<file path="src/tsop_pkg.sv">
package tsop_pkg;
	// ----------------------------------------
	// register word indices
	// ----------------------------------------
	localparam int ADDR_W = 4;
	localparam logic [3:0] REG_CTRL = 4'h0;
	localparam logic [3:0] REG_MONITOR_CONTROL = 4'h1;
	localparam logic [3:0] REG_IRQ_STATUS = 4'h2;
	localparam logic [3:0] REG_IRQ_MASK = 4'h3;
	localparam logic [3:0] REG_STREAM_STATUS = 4'h4;
	// ----------------------------------------
	// field positions and reset values
	// ----------------------------------------
	localparam int CTRL_OUT_DIS = 0;
	localparam int CTRL_ERR_INV = 1;
	localparam int CTRL_CLK_IN_SEL = 2;
	localparam int CTRL_ADC_PD = 3;
	localparam int CTRL_STREAM_EN = 4;
	localparam logic [7:0] CTRL_RST = 8'h10;
	localparam int MON_ERROR_INDICATOR_SELECT = 7;
	localparam logic [7:0] MON_RST = 8'h00;
	localparam int EV_UNCORR = 0;
	localparam int EV_NO_SIGNAL = 1;
	localparam int EV_PKT_START = 2;
	localparam int EV_W = 3;
	localparam logic [EV_W-1:0] MASK_RST = 3'h0;
	// ----------------------------------------
	// byte slot timing
	// ----------------------------------------
	localparam int CLK_PERIOD_NS = 50;
	localparam int BCLK_PERIOD_NS = 400;
	localparam int BCLK_HALF_CYC = BCLK_PERIOD_NS / (2 * CLK_PERIOD_NS);
endpackage

</file>
<file path="src/tsop_slot_if.sv">
interface tsop_slot_if (
	input wire logic clk,
	input wire logic rst
);
	logic run;
	logic ext_sel;
	logic rise;
	logic fall;
	logic bclk;
	modport gen (input clk, input rst, input run, input ext_sel,
		output rise, output fall, output bclk);
	modport sink (input clk, input rst, output run, output ext_sel,
		input rise, input fall, input bclk);
endinterface

</file>
<file path="src/tsop_top.sv">
// Operation
// - reset pin low holds all logic in reset
// - packet start flag high only on first byte of each packet
// - byte valid flag high only in byte slots carrying a valid byte
// - eight bit byte bus, tri-stated by a control register bit
// - stream byte clock runs at the byte rate, one slot per cycle
// - error flag low marks bad block or no signal, select bit 7
// - error flag polarity can be inverted by configuration
// - interrupt pin held low while any unmasked interrupt stays active
// - interrupt pin may instead take an external stream clock
// - sleep stops the stream logic; converter power-down separate
//
// The Avalon-MM register port and the placing of the registers are this design's own decisions.
module tsop_top (
	input wire logic MCLK_I,
	input wire logic RST_I,
	input wire logic RESET_N_I,
	input wire logic SLEEP_I,
	input wire logic [tsop_pkg::ADDR_W-1:0] AVS_ADDRESS_I,
	input wire logic AVS_READ_I,
	input wire logic AVS_WRITE_I,
	input wire logic [31:0] AVS_WRITEDATA_I,
	input wire logic [3:0] AVS_BYTEENABLE_I,
	output logic [31:0] AVS_READDATA_O,
	output logic AVS_WAITREQUEST_O,
	input wire logic [7:0] PKT_DATA_I,
	input wire logic PKT_START_I,
	input wire logic PKT_VALID_I,
	output logic PKT_READY_O,
	input wire logic BLK_UNCORR_I,
	input wire logic NO_SIGNAL_I,
	output logic [7:0] STREAM_BYTE_BUS_O,
	output logic PACKET_START_FLAG_O,
	output logic BYTE_VALID_FLAG_O,
	output logic STREAM_BYTE_CLOCK_O,
	output logic BLOCK_ERROR_FLAG_O,
	output logic STREAM_OE_O,
	input wire logic IRQ_N_I,
	output logic IRQ_N_O,
	output logic IRQ_N_OE_O,
	output logic ADC_PD_O
);
	logic [1:0] rpin_q;
	logic rst;
	logic [1:0] sleep_q;
	logic asleep;
	logic ack_q;
	logic req;
	logic wr;
	logic [31:0] rdata_q;
	logic [7:0] ctrl_q;
	logic [7:0] monitor_control_q;
	logic [7:0] pkt_cnt_q;
	logic [7:0] data_q;
	logic start_q;
	logic valid_q;
	logic take;
	logic uncorr_q;
	logic nosig_q;
	logic err_active;
	logic err_flag_q;
	logic [tsop_pkg::EV_W-1:0] ev;
	logic [tsop_pkg::EV_W-1:0] clr;
	logic [tsop_pkg::EV_W-1:0] irq_status;
	logic [tsop_pkg::EV_W-1:0] irq_mask;
	logic irq;
	logic clk_in_sel;

	// ----------------------------------------
	// reset pin and sleep pin
	// ----------------------------------------
	always_ff @(posedge MCLK_I or posedge RST_I) begin
		if (RST_I) begin
			rpin_q <= 2'h0;
		end else begin
			rpin_q <= {rpin_q[0], RESET_N_I};
		end
	end

	assign rst = RST_I | ~rpin_q[1];

	always_ff @(posedge MCLK_I or posedge rst) begin
		if (rst) begin
			sleep_q <= 2'h0;
		end else begin
			sleep_q <= {sleep_q[0], SLEEP_I};
		end
	end
	assign asleep = sleep_q[1];

	// ----------------------------------------
	// register bus
	// ----------------------------------------
	// one wait cycle; read data are built while waitrequest is high
	assign req = AVS_READ_I | AVS_WRITE_I;
	assign AVS_WAITREQUEST_O = req & ~ack_q;
	assign wr = AVS_WRITE_I & ack_q & AVS_BYTEENABLE_I[0];

	always_ff @(posedge MCLK_I or posedge rst) begin
		if (rst) begin
			ack_q <= 1'b0;
		end else begin
			ack_q <= req & ~ack_q;
		end
	end

	always_ff @(posedge MCLK_I or posedge rst) begin
		if (rst) begin
			rdata_q <= 32'h0;
		end else if (AVS_READ_I && !ack_q) begin
			rdata_q <= 32'h0;
			unique case (AVS_ADDRESS_I)
				tsop_pkg::REG_CTRL: begin
					rdata_q[7:0] <= ctrl_q;
				end
				tsop_pkg::REG_MONITOR_CONTROL: begin
					rdata_q[7:0] <= monitor_control_q;
				end
				tsop_pkg::REG_IRQ_STATUS: begin
					rdata_q[tsop_pkg::EV_W-1:0] <= irq_status;
				end
				tsop_pkg::REG_IRQ_MASK: begin
					rdata_q[tsop_pkg::EV_W-1:0] <= irq_mask;
				end
				tsop_pkg::REG_STREAM_STATUS: begin
					rdata_q[15:0] <= {pkt_cnt_q, 4'h0, clk_in_sel,
						uncorr_q, NO_SIGNAL_I, asleep};
				end
				default: begin
					rdata_q <= 32'h0;
				end
			endcase
		end
	end
	assign AVS_READDATA_O = rdata_q;

	always_ff @(posedge MCLK_I or posedge rst) begin
		if (rst) begin
			ctrl_q <= tsop_pkg::CTRL_RST;
		end else if (wr && AVS_ADDRESS_I == tsop_pkg::REG_CTRL) begin
			ctrl_q <= AVS_WRITEDATA_I[7:0];
		end
	end

	always_ff @(posedge MCLK_I or posedge rst) begin
		if (rst) begin
			monitor_control_q <= tsop_pkg::MON_RST;
		end else if (wr && AVS_ADDRESS_I == tsop_pkg::REG_MONITOR_CONTROL) begin
			monitor_control_q <= AVS_WRITEDATA_I[7:0];
		end
	end

	// converter power-down stays a register bit
	assign ADC_PD_O = ctrl_q[tsop_pkg::CTRL_ADC_PD];
	assign clk_in_sel = ctrl_q[tsop_pkg::CTRL_CLK_IN_SEL];

	// ----------------------------------------
	// byte slot timing
	// ----------------------------------------
	tsop_slot_if slot (.clk(MCLK_I), .rst(rst));

	assign slot.run = ctrl_q[tsop_pkg::CTRL_STREAM_EN] & ~asleep;
	// interrupt pin becomes the stream clock input
	assign slot.ext_sel = clk_in_sel;

	tsop_slot_gen #(.HALF(tsop_pkg::BCLK_HALF_CYC)) u_slot (
		.s(slot.gen),
		.link_clk_i(IRQ_N_I)
	);

	assign STREAM_BYTE_CLOCK_O = slot.bclk;

	// ----------------------------------------
	// byte output
	// ----------------------------------------
	// bytes are taken only as the byte clock falls
	assign PKT_READY_O = slot.fall;
	assign take = slot.fall & PKT_VALID_I;

	always_ff @(posedge MCLK_I or posedge rst) begin
		if (rst) begin
			data_q <= 8'h00;
		end else if (take) begin
			data_q <= PKT_DATA_I;
		end
	end

	// valid only for a slot that carries a byte
	always_ff @(posedge MCLK_I or posedge rst) begin
		if (rst) begin
			valid_q <= 1'b0;
		end else if (slot.fall) begin
			valid_q <= PKT_VALID_I;
		end else if (!slot.run) begin
			valid_q <= 1'b0;
		end
	end

	// start marks the first byte only
	always_ff @(posedge MCLK_I or posedge rst) begin
		if (rst) begin
			start_q <= 1'b0;
		end else if (slot.fall) begin
			start_q <= take & PKT_START_I;
		end else if (!slot.run) begin
			start_q <= 1'b0;
		end
	end

	always_ff @(posedge MCLK_I or posedge rst) begin
		if (rst) begin
			pkt_cnt_q <= 8'h00;
		end else if (take && PKT_START_I) begin
			pkt_cnt_q <= pkt_cnt_q + 8'h01;
		end
	end

	assign STREAM_BYTE_BUS_O = data_q;
	assign PACKET_START_FLAG_O = start_q;
	assign BYTE_VALID_FLAG_O = valid_q;
	// one disable bit for the bus
	// flags and clock follow the bus
	assign STREAM_OE_O = ~ctrl_q[tsop_pkg::CTRL_OUT_DIS];

	// ----------------------------------------
	// block error flag
	// ----------------------------------------
	// bad block indication lasts until the next packet begins
	always_ff @(posedge MCLK_I or posedge rst) begin
		if (rst) begin
			uncorr_q <= 1'b0;
		end else if (BLK_UNCORR_I) begin
			uncorr_q <= 1'b1;
		end else if (take && PKT_START_I) begin
			uncorr_q <= 1'b0;
		end
	end

	assign err_active = monitor_control_q[tsop_pkg::MON_ERROR_INDICATOR_SELECT]
		? NO_SIGNAL_I : uncorr_q;

	// optional inversion of the active low flag
	always_ff @(posedge MCLK_I or posedge rst) begin
		if (rst) begin
			err_flag_q <= 1'b1;
		end else begin
			err_flag_q <= ~err_active ^ ctrl_q[tsop_pkg::CTRL_ERR_INV];
		end
	end
	assign BLOCK_ERROR_FLAG_O = err_flag_q;

	// ----------------------------------------
	// interrupts
	// ----------------------------------------
	always_ff @(posedge MCLK_I or posedge rst) begin
		if (rst) begin
			nosig_q <= 1'b0;
		end else begin
			nosig_q <= NO_SIGNAL_I;
		end
	end

	assign ev = {take & PKT_START_I, NO_SIGNAL_I & ~nosig_q, BLK_UNCORR_I};
	assign clr = (wr && AVS_ADDRESS_I == tsop_pkg::REG_IRQ_STATUS)
		? AVS_WRITEDATA_I[tsop_pkg::EV_W-1:0] : '0;

	tsop_irq #(.W(tsop_pkg::EV_W)) u_irq (
		.clk_i(MCLK_I),
		.rst_i(rst),
		.ev_i(ev),
		.clr_i(clr),
		.mask_we_i(wr && AVS_ADDRESS_I == tsop_pkg::REG_IRQ_MASK),
		.mask_d_i(AVS_WRITEDATA_I[tsop_pkg::EV_W-1:0]),
		.status_o(irq_status),
		.mask_o(irq_mask),
		.irq_o(irq)
	);

	// open drain, pulled low while active
	// never driven while used as a clock input
	assign IRQ_N_O = 1'b0;
	assign IRQ_N_OE_O = irq & ~clk_in_sel;

	// ----------------------------------------
	// checks
	// ----------------------------------------
	AST_PIN_RESET: assert property (@(posedge MCLK_I) disable iff (RST_I)
		!rpin_q[1] |=> !BYTE_VALID_FLAG_O && !PKT_READY_O)
		else $error("pin reset did not hold stream");
	AST_START_FIRST: assert property (@(posedge MCLK_I) disable iff (rst)
		take && PKT_START_I |=> PACKET_START_FLAG_O)
		else $error("start flag missing on first byte");
	AST_START_VALID: assert property (@(posedge MCLK_I) disable iff (rst)
		PACKET_START_FLAG_O |-> BYTE_VALID_FLAG_O)
		else $error("start flag on an empty slot");
	AST_VALID_SLOT: assert property (@(posedge MCLK_I) disable iff (rst)
		slot.fall && !PKT_VALID_I |=> !BYTE_VALID_FLAG_O)
		else $error("valid flag without a byte");
	AST_BUS_DISABLE: assert property (@(posedge MCLK_I) disable iff (rst)
		wr && AVS_ADDRESS_I == tsop_pkg::REG_CTRL && AVS_WRITEDATA_I[0]
		|=> !STREAM_OE_O)
		else $error("outputs not tri-stated");
	AST_ERR_NOSIG: assert property (@(posedge MCLK_I) disable iff (rst)
		monitor_control_q[7] && NO_SIGNAL_I && !ctrl_q[1]
		|=> !BLOCK_ERROR_FLAG_O)
		else $error("no signal not flagged");
	AST_ERR_INVERT: assert property (@(posedge MCLK_I) disable iff (rst)
		!monitor_control_q[7] && uncorr_q && ctrl_q[1]
		|=> BLOCK_ERROR_FLAG_O)
		else $error("inverted flag wrong");
	AST_IRQ_HOLD: assert property (@(posedge MCLK_I) disable iff (rst)
		|(ev & irq_mask) && !clk_in_sel ##1 !clk_in_sel
		|-> IRQ_N_OE_O)
		else $error("interrupt pin not pulled low");
	AST_CLK_IN: assert property (@(posedge MCLK_I) disable iff (rst)
		clk_in_sel |-> !IRQ_N_OE_O)
		else $error("clock input pin driven");
	AST_SLEEP: assert property (@(posedge MCLK_I) disable iff (rst)
		asleep [*2] |-> !PKT_READY_O && !STREAM_BYTE_CLOCK_O)
		else $error("stream runs in sleep");
	AST_EDGE: assert property (@(posedge MCLK_I) disable iff (rst)
		!slot.fall |=> $stable(STREAM_BYTE_BUS_O))
		else $error("bus moved off the falling edge");
	COV_START: cover property (@(posedge MCLK_I) disable iff (rst)
		PACKET_START_FLAG_O ##1 !PACKET_START_FLAG_O);
	COV_ERR: cover property (@(posedge MCLK_I) disable iff (rst)
		$fell(BLOCK_ERROR_FLAG_O));
	COV_IRQ: cover property (@(posedge MCLK_I) disable iff (rst)
		$rose(IRQ_N_OE_O));
endmodule

</file>
<file path="src/tsop_slot_gen.sv">
module tsop_slot_gen #(
	parameter int HALF = tsop_pkg::BCLK_HALF_CYC
) (
	tsop_slot_if.gen s,
	input wire logic link_clk_i
);
	localparam int CW = $clog2(HALF) + 1;
	logic [1:0] lsync_q;
	logic [CW-1:0] cnt_q;
	logic bclk_q;
	logic bclk_d;
	logic tog;

	// ----------------------------------------
	// link clock sampling
	// ----------------------------------------
	always_ff @(posedge s.clk or posedge s.rst) begin
		if (s.rst) begin
			lsync_q <= 2'h0;
		end else begin
			lsync_q <= {lsync_q[0], link_clk_i};
		end
	end

	always_ff @(posedge s.clk or posedge s.rst) begin
		if (s.rst) begin
			cnt_q <= '0;
		end else if (!s.run || s.ext_sel || tog) begin
			cnt_q <= '0;
		end else begin
			cnt_q <= cnt_q + CW'(1);
		end
	end

	assign tog = s.run && !s.ext_sel && (cnt_q == CW'(HALF - 1));
	always_comb begin
		bclk_d = bclk_q;
		if (!s.run) begin
			bclk_d = 1'b0;
		end else if (s.ext_sel) begin
			bclk_d = lsync_q[1];
		end else if (tog) begin
			bclk_d = ~bclk_q;
		end
	end

	always_ff @(posedge s.clk or posedge s.rst) begin
		if (s.rst) begin
			bclk_q <= 1'b0;
		end else begin
			bclk_q <= bclk_d;
		end
	end

	// pulses lead the clock flop by one edge so data moves with it
	assign s.rise = bclk_d & ~bclk_q;
	assign s.fall = bclk_q & ~bclk_d;
	assign s.bclk = bclk_q;

	// sleep, disable or a switch to the pin clock may cut a phase short
	AST_BCLK_HALF: assert property (@(posedge s.clk) disable iff (s.rst)
		s.run && !s.ext_sel && s.rise
		|=> (!s.fall || !s.run || s.ext_sel) [*3])
		else $error("byte clock high phase too short");
endmodule

</file>
<file path="src/tsop_irq.sv">
module tsop_irq #(
	parameter int W = tsop_pkg::EV_W
) (
	input wire logic clk_i,
	input wire logic rst_i,
	input wire logic [W-1:0] ev_i,
	input wire logic [W-1:0] clr_i,
	input wire logic mask_we_i,
	input wire logic [W-1:0] mask_d_i,
	output logic [W-1:0] status_o,
	output logic [W-1:0] mask_o,
	output logic irq_o
);
	logic [W-1:0] status_q;
	logic [W-1:0] mask_q;

	// set wins over a clear in the same cycle
	always_ff @(posedge clk_i or posedge rst_i) begin
		if (rst_i) begin
			status_q <= '0;
		end else begin
			status_q <= (status_q & ~clr_i) | ev_i;
		end
	end

	always_ff @(posedge clk_i or posedge rst_i) begin
		if (rst_i) begin
			mask_q <= tsop_pkg::MASK_RST;
		end else if (mask_we_i) begin
			mask_q <= mask_d_i;
		end
	end

	assign status_o = status_q;
	assign mask_o = mask_q;
	assign irq_o = |(status_q & mask_q);

	AST_SET_WINS: assert property (@(posedge clk_i) disable iff (rst_i)
		|(ev_i & clr_i) |=> |(status_q & $past(ev_i)))
		else $error("event lost against clear");
endmodule

</file>
<file path="config.mk">
export PLATFORM = sky130hd
export DESIGN_NAME = tsop_top
export DESIGN_NICKNAME = d
export VERILOG_FILES = /design/src/tsop_pkg.sv /design/src/tsop_slot_if.sv /design/src/tsop_top.sv /design/src/tsop_slot_gen.sv /design/src/tsop_irq.sv
export SDC_FILE = /design/constraint.sdc
export NUM_CORES = 1
export LEC_CHECK = 0
export BUFFER_PORTS_ARGS = -buffer_cell sky130_fd_sc_hd__buf_2
export CAP_MARGIN = 20
export CELL_PAD_IN_SITES_DETAIL_PLACEMENT = 1
export CELL_PAD_IN_SITES_GLOBAL_PLACEMENT = 1
export CORE_ASPECT_RATIO = 0.75
export CORE_MARGIN = 1.5
export CORE_UTILIZATION = 36
export CTS_BUF_LIST = sky130_fd_sc_hd__clkbuf_4
export DETAILED_ROUTE_END_ITERATION = 8
export GPL_ROUTABILITY_DRIVEN = 0
export HOLD_SLACK_MARGIN = 0.06
export PLACE_DENSITY = 0.84
export RECOVER_POWER = 100
export SETUP_SLACK_MARGIN = 0.15
export SLEW_MARGIN = 20
export SYNTH_ARGS = -nofsm -noshare
export SYNTH_HDL_FRONTEND = slang
export SYNTH_SLANG_ARGS = --single-unit
</file>
<file path="constraint.sdc">
create_clock -name MCLK_I -period 5 [get_ports MCLK_I]
set_input_delay 0.75 -clock MCLK_I [delete_from_list [all_inputs] [get_ports MCLK_I]]
set_output_delay 0.75 -clock MCLK_I [all_outputs]
set_load 0.02 [all_outputs]
</file>
# After elaboration in Yosys (flattened, before gate mapping)
# Index checks and enable logic that the tools add are counted.
# W data, S select, Z words.
totals:
  regBits: 70
  latchBits: 0
  ramBits: 0
  rom_bits: 0
  input_bits: 59
  out_inout_bits: 50
  word_cells: 81
  memories: 0
op_classes:
  n_addsub: 2
  n_mul: 0
  n_div: 0
  order_cmp: 0
  n_eq_ne: 6
  shift: 0
  mux: 14
  bitwise_logic: 25
  n_reduce_logical: 16
op_table:
  columns: ["operator", "count"]
  rows:
  - ["$pmux W3 S5", 1]
  - ["$pmux W5 S3", 1]
  - ["$and A1 B1 Y1", 9]
  - ["$mux W1", 9]
  - ["$not A1 Y1", 9]
  - ["$add A8 B1 Y8 const B", 1]
  - ["$eq A4 B2 Y1 const B", 2]
  - ["$logic_and A1 B1 Y1", 8]
  - ["$mux W8", 1]
  - ["$and A3 B3 Y3", 2]
  - ["$mux W3", 2]
  - ["$eq A4 B1 Y1 const B", 1]
  - ["$eq A4 B3 Y1 const B", 1]
  - ["$logic_not A4 Y1", 1]
  - ["$add A3 B1 Y3 const B", 1]
  - ["$eq A3 B2 Y1 const B", 1]
  - ["$logic_not A1 Y1", 3]
  - ["$not A3 Y3", 1]
  - ["$or A3 B3 Y3", 1]
  - ["$reduce_or A3 Y1", 1]
  - ["$logic_or A1 B1 Y1", 2]
  - ["$ne A2 B2 Y1 const B", 1]
  - ["$or A1 B1 Y1", 2]
  - ["$reduce_bool A2 Y1", 1]
  - ["$xor A1 B1 Y1", 1]

# Logic depth before layout (Yosys ltp)
depth:
  depth_word: 13
  ltp_mapped: 8

# By module
# Synthesis repeated with hierarchy kept, for this count alone.
unflattened:
  cells_unflattened: 253
  area_unflattened_um2: 3118.0
modules_own_cells:
  columns: ["mod", "n_inst", "cells_each", "area_per_inst_um2", "seq_area_each_um2"]
  rows:
  - ["tsop_top", 1, 212, 2618.8, 1453.9]
  - ["tsop_slot_gen", 1, 23, 262.8, 150.1]
  - ["tsop_irq", 1, 18, 236.5, 150.1]

# Worst setup path after synthesis
# Ideal clock, no wire load.
synth_timing:
  path_kind: "reg2out"
  startpoint: "register u_slot.cnt_q[0]"
  endpoint: "output PKT_READY_O"
  t_arrival_ps: 1200
  setup_slack_ps: 3050
  path_stages_with_launch: 6
  n_path_buf: 0
  cell_sequence: "dfrtp_1 -> ha_1 -> ha_1 -> nor2_1 -> a21oi_1 -> o21a_1"
synth_via:
  elab_chain_cells: 7
synth_rtl:
  columns: ["element", "line_no", "text"]
  rows:
  - ["from (decl)", "tsop_slot_gen.sv:9", "logic [CW-1:0] cnt_q;"]
  - ["from (signal assigned)", "tsop_slot_gen.sv:31", "cnt_q <= cnt_q + CW'(1);"]
  - ["$eq A3 B2 Y1", "tsop_slot_gen.sv:35", "assign tog = s.run && !s.ext_sel && (cnt_q == CW'(HALF - 1));"]
  - ["$logic_and A1 B1 Y1", "tsop_slot_gen.sv:35", null]
  - ["$mux W1", "tsop_slot_gen.sv:42", "end else if (tog) begin"]
  - ["$mux W1", "tsop_slot_gen.sv:40", "end else if (s.ext_sel) begin"]
  - ["$mux W1", "tsop_slot_gen.sv:38", "if (!s.run) begin"]
  - ["$not A1 Y1", "tsop_slot_gen.sv:57", "assign s.fall = bclk_q & ~bclk_d;"]
  - ["$and A1 B1 Y1", "tsop_slot_gen.sv:57", null]
  - ["to (decl)", "tsop_top.sv:29", "output logic PKT_READY_O,"]
# Every way passes these cells.

# Worst setup path after layout
layout_timing:
  startpoint: "input AVS_ADDRESS_I[2] in the netlist's numbering"
  endpoint: "register ctrl_q[6]"
layout_via:
  elab_chain_cells: 2
layout_rtl:
  columns: ["element", "line_no", "text"]
  rows:
  - ["from (decl)", "tsop_top.sv:19", "input wire logic [tsop_pkg::ADDR_W-1:0] AVS_ADDRESS_I,"]
  - ["$logic_not A4 Y1", "tsop_top.sv:140", "end else if (wr && AVS_ADDRESS_I == tsop_pkg::REG_CTRL) begin"]
  - ["$logic_and A1 B1 Y1", "tsop_top.sv:140", null]
  - ["to (signal assigned)", "tsop_top.sv:139", "ctrl_q <= tsop_pkg::CTRL_RST;"]
  - ["to (signal assigned)", "tsop_top.sv:141", "ctrl_q <= AVS_WRITEDATA_I[7:0];"]
  - ["to (decl)", "tsop_top.sv:51", "logic [7:0] ctrl_q;"]
# Every way passes these cells.
# A chain may end at the register's enable or synchronous reset.

==> implementation parameters <==
Parameter                              Value

Worst setup path
  Buf/Inv on CP ... 1
  Critical path fanouts, max ... 9
  Data required time at the worst endpoint ... approximately 5.3 ns
  Largest incremental delay on the critical path ... 1.46 ns
  Worst path top cell family by delay ... simple AND/OR/NAND/NOR gates
  Path depth of the worst reg2reg path ... 3
  FF-to-FF End ... ctrl_q[6]
  Critical-path top delay cell ... sky130_fd_sc_hd__nor4_1
  Worst reg2reg setup slack ... 2.39 ns
  Cells along the critical path ... clkbuf_1 > nand4b_1 > nor4_1 > mux2_2
  Reg-to-reg startpoint ... ack_q
  Element type at the critical path end ... register
  Setup Crit Path Kind ... input port to register
  Crit path arrival time ... 3.14 ns
  Crit start category ... input port

Synth
  Yosys warns ... 0
  Post-synth cell types ... 43
  Mean post-synth cell area ... around 13 sq um
  EDFF count, synth ... 0
  Top cell types by occurrence after synthesis ... sky130_fd_sc_hd__dfrtp_1, sky130_fd_sc_hd__mux2_2, sky130_fd_sc_hd__buf_4
  Cell taking the most area after synthesis ... sky130_fd_sc_hd__dfrtp_1
  Post-Syn Area ... 3040 sq um
  Most numerous cell in the Yosys netlist ... sky130_fd_sc_hd__dfrtp_1
  Share of the synthesized area in the top cell type ... 56.0%
  Fraction of the yosys area taken by sequential cells ... 57.7%
  Top FF cell, synth ... sky130_fd_sc_hd__dfrtp_1
  Fraction of synthesis flops using an asynchronous set or reset pin ... 100%
  Main area contributors after synthesis ... sky130_fd_sc_hd__dfrtp_1, sky130_fd_sc_hd__mux2_2, sky130_fd_sc_hd__buf_4, sky130_fd_sc_hd__a22o_1, sky130_fd_sc_hd__mux2i_1
  Cells after Synth ... between 200 and 250
  Number of synthesized register bits ... 70

Global routing
  Grt met3 use ... slightly below 5%
  Gr usage total ... about 16%
  Pin count of the biggest net entering global routing ... 69
  Via count of the first global-routing pass ... 2,083
  Met1 usage ... 19.4%
  Initial antenna violation count ... 0
  Global route hottest layer ... met2
  Final global-route overflow total ... 0
  Global routing usage on met2 ... 25.4%
  Global-route wire length before repair ... slightly above 10,000 um

Floorplan
  I/O pin total ... 109
  Die span in x ... 109 um
  Initial standard-cell utilization of the core ... 37.9%
  Die Outline Area ... 9000 sq um
  Placeable core region ... about 8000 sq um
  Standard-cell rows ... 28
  Die height ... 82.6 um

Clock network
  Clock insertion delay at the later pin of the skew report ... between 0.4 and 0.5 ns
  Setup Buffers After CTS ... 0
  Post-cts sizing count ... 0
  Clock root buffer ... sky130_fd_sc_hd__clkbuf_4
  Cts bufs inserted ... 9
  Sink count of the clock tree ... 70
  Clock slew at the register clock pins of the worst setup and hold paths ... about 0.12 ns
  Max Root-Sink Buffers ... 2
  Clock tree from TritonCTS ... built
  Number of levels in the clock H-tree ... 3
  Number of hold buffers added after cts ... 0

Power and ir drop
  Power density over cell area ... roughly 350 nW/um^2
  Total power ... 0.00120 W
  VDD IR max ... 125 uV
  Leakage power of the design ... 1.68 nW

STA
  Crit path setup slack, layout ... 2.16 ns
  Headroom to the max-slew limit ... -25.9%
  Max-slew violations ... 10
  Final number of hold-violating endpoints ... 0
  Share of the clock period used by the worst path after layout ... 56.8%
  Final worst clock skew ... 0.0204 ns
  Setup TNS Final ... 0 ns
  Slew at the pin closest to its max-slew limit ... between 1.5 and 2 ns
  RSZ-0062 raised after global routing ... false
  Setup Viol. Count Final ... 0
  Post-route minimum period ... 2.84 ns
  F_max ... 0.352 GHz

Layout
  Total number of nets in the final design ... roughly 360
  Filler instances ... 879
  Ant diodes ... 0
  Fraction of layout cells with a size suffix above 1 ... between 20% and 30%
  Area added between synthesis and finish ... 14.3%

Routing
  DR iter-0 viols ... 50
  DRC violation count after routing ... 0
  Number of antenna-violating nets in the routed design ... 0
  WL per Instance ... 16.0 um
  Average via count per standard cell ... 4.92
  Routed vias ... 2,001
  Number of iterations in the first detailed-routing pass ... 4
  Post-detailed-routing wire length ... 6500 um

Run
  Number of max-capacitance violations reported ... 1

Placement
  Pre-CTS setup slack ... 2.65 ns
  Post-DP HPWL ... 4700 um
  Count of input and output buffers ... 64

Worst hold path
  Worst hold path type ... input port to async pin

Status
  Failing checks ... max-capacitance violations, max-slew violations
  Status ... finished, violations left
flip-flops by register name (all words and copies together) (netlist names), 3 cells and up:
signal,flops
AVS_READDATA_O,16
STREAM_BYTE_BUS_O,8
u_slot.cnt_q,3
monitor_control_q,8
ctrl_q,8
pkt_cnt_q,8
u_irq.mask_o,3
u_irq.status_o,3
cells by family after synthesis:
logic type      Yosys count  synth area share [%]
buf+inv                  33                  7.04
other cells               1                 0.123
mux                      37                  14.4
xor+xnor                  9                  2.59
simple gates             48                  9.14
flops                    70                  57.7
fa+ha+maj                 3                  1.24
compound gates           30                  7.70
layout make-up:
class | instances | area (sq um) | area share (%)
timing repair buffer | 66 | 285 | 8.21
inverter | 6 | 22.5 | 0.648
tap | 105 | 131 | 3.78
clock inverter | 7 | 97.6 | 2.81
sequential | 70 | 1750 | 50.5
clock buffer | 9 | 67.6 | 1.95
multi-input combinational | 144 | 1110 | 32.1
where the power goes:
part | switching, W | leakage [nW] | internal, W
Clock | 0.000217 | 0.0825 | 0.000204
Sequential | 0.0000286 | 0.925 | 0.000607
Combinational | 0.0000910 | 0.673 | 0.0000563
stage by stage:
step	instance area (sq um)	utilization, %	std cells	hold WS (ns)
after CTS	3550	44.2	407	0.171
after global routing	3470	43.3	407	0.196
after detailed placement	3380	42.1	391	0.336
after global placement	3380	42.1	391	0.332
final	3470	43.3	407	0.212
after floorplan	3100	-	247	0.331
worst max path at each step:
stage	start	slack, ns	depth (start not counted)	to
after floorplan	RST_I	1.94	1	AVS_READDATA_O[0]
after detailed placement	AVS_ADDRESS_I[2]	2.65	4	ctrl_q[5]
after global routing	AVS_ADDRESS_I[2]	2.04	4	ctrl_q[3]
final	AVS_ADDRESS_I[2]	2.16	4	ctrl_q[6]
after CTS	u_slot.cnt_q[0]	2.37	6	PKT_READY_O
after global placement	AVS_ADDRESS_I[2]	2.69	4	ctrl_q[5]
per-layer routing:
metal	part of all wire, %	up-vias	wire length, um
met4	0.80	0	52
met5	0	-	0
met2	48	58	3140
met1	46	1015	2960
li1	-	924	-
met3	5.4	4	349
cells in the final DEF, fill, tap and decap left out, types with 2 or more instances in the layout:
master / instances
sky130_fd_sc_hd__mux2i_1: 7
sky130_fd_sc_hd__mux2_2: 21
sky130_fd_sc_hd__nor2b_1: 2
sky130_fd_sc_hd__a222oi_1: 3
sky130_fd_sc_hd__mux2_1: 7
sky130_fd_sc_hd__a21oi_1: 2
sky130_fd_sc_hd__nand2_1: 14
sky130_fd_sc_hd__nor2_1: 8
sky130_fd_sc_hd__and4_1: 3
sky130_fd_sc_hd__nor4_1: 2
sky130_fd_sc_hd__mux4_2: 2
sky130_fd_sc_hd__xor2_1: 3
sky130_fd_sc_hd__ha_1: 3
sky130_fd_sc_hd__nor2b_4: 2
sky130_fd_sc_hd__xnor2_1: 6
sky130_fd_sc_hd__conb_1: 17
sky130_fd_sc_hd__dfrtp_1: 68
sky130_fd_sc_hd__dfstp_2: 2
sky130_fd_sc_hd__a21o_1: 2
sky130_fd_sc_hd__bufinv_16: 2
sky130_fd_sc_hd__buf_2: 27
sky130_fd_sc_hd__nand3b_1: 2
sky130_fd_sc_hd__and3_1: 3
sky130_fd_sc_hd__clkbuf_4: 9
sky130_fd_sc_hd__nor3_1: 4
sky130_fd_sc_hd__inv_1: 6
sky130_fd_sc_hd__clkinvlp_4: 2
sky130_fd_sc_hd__a22o_1: 11
sky130_fd_sc_hd__o21ai_0: 6
sky130_fd_sc_hd__nand2b_1: 3
sky130_fd_sc_hd__clkbuf_1: 38
(Power assumes the default switching activity.)
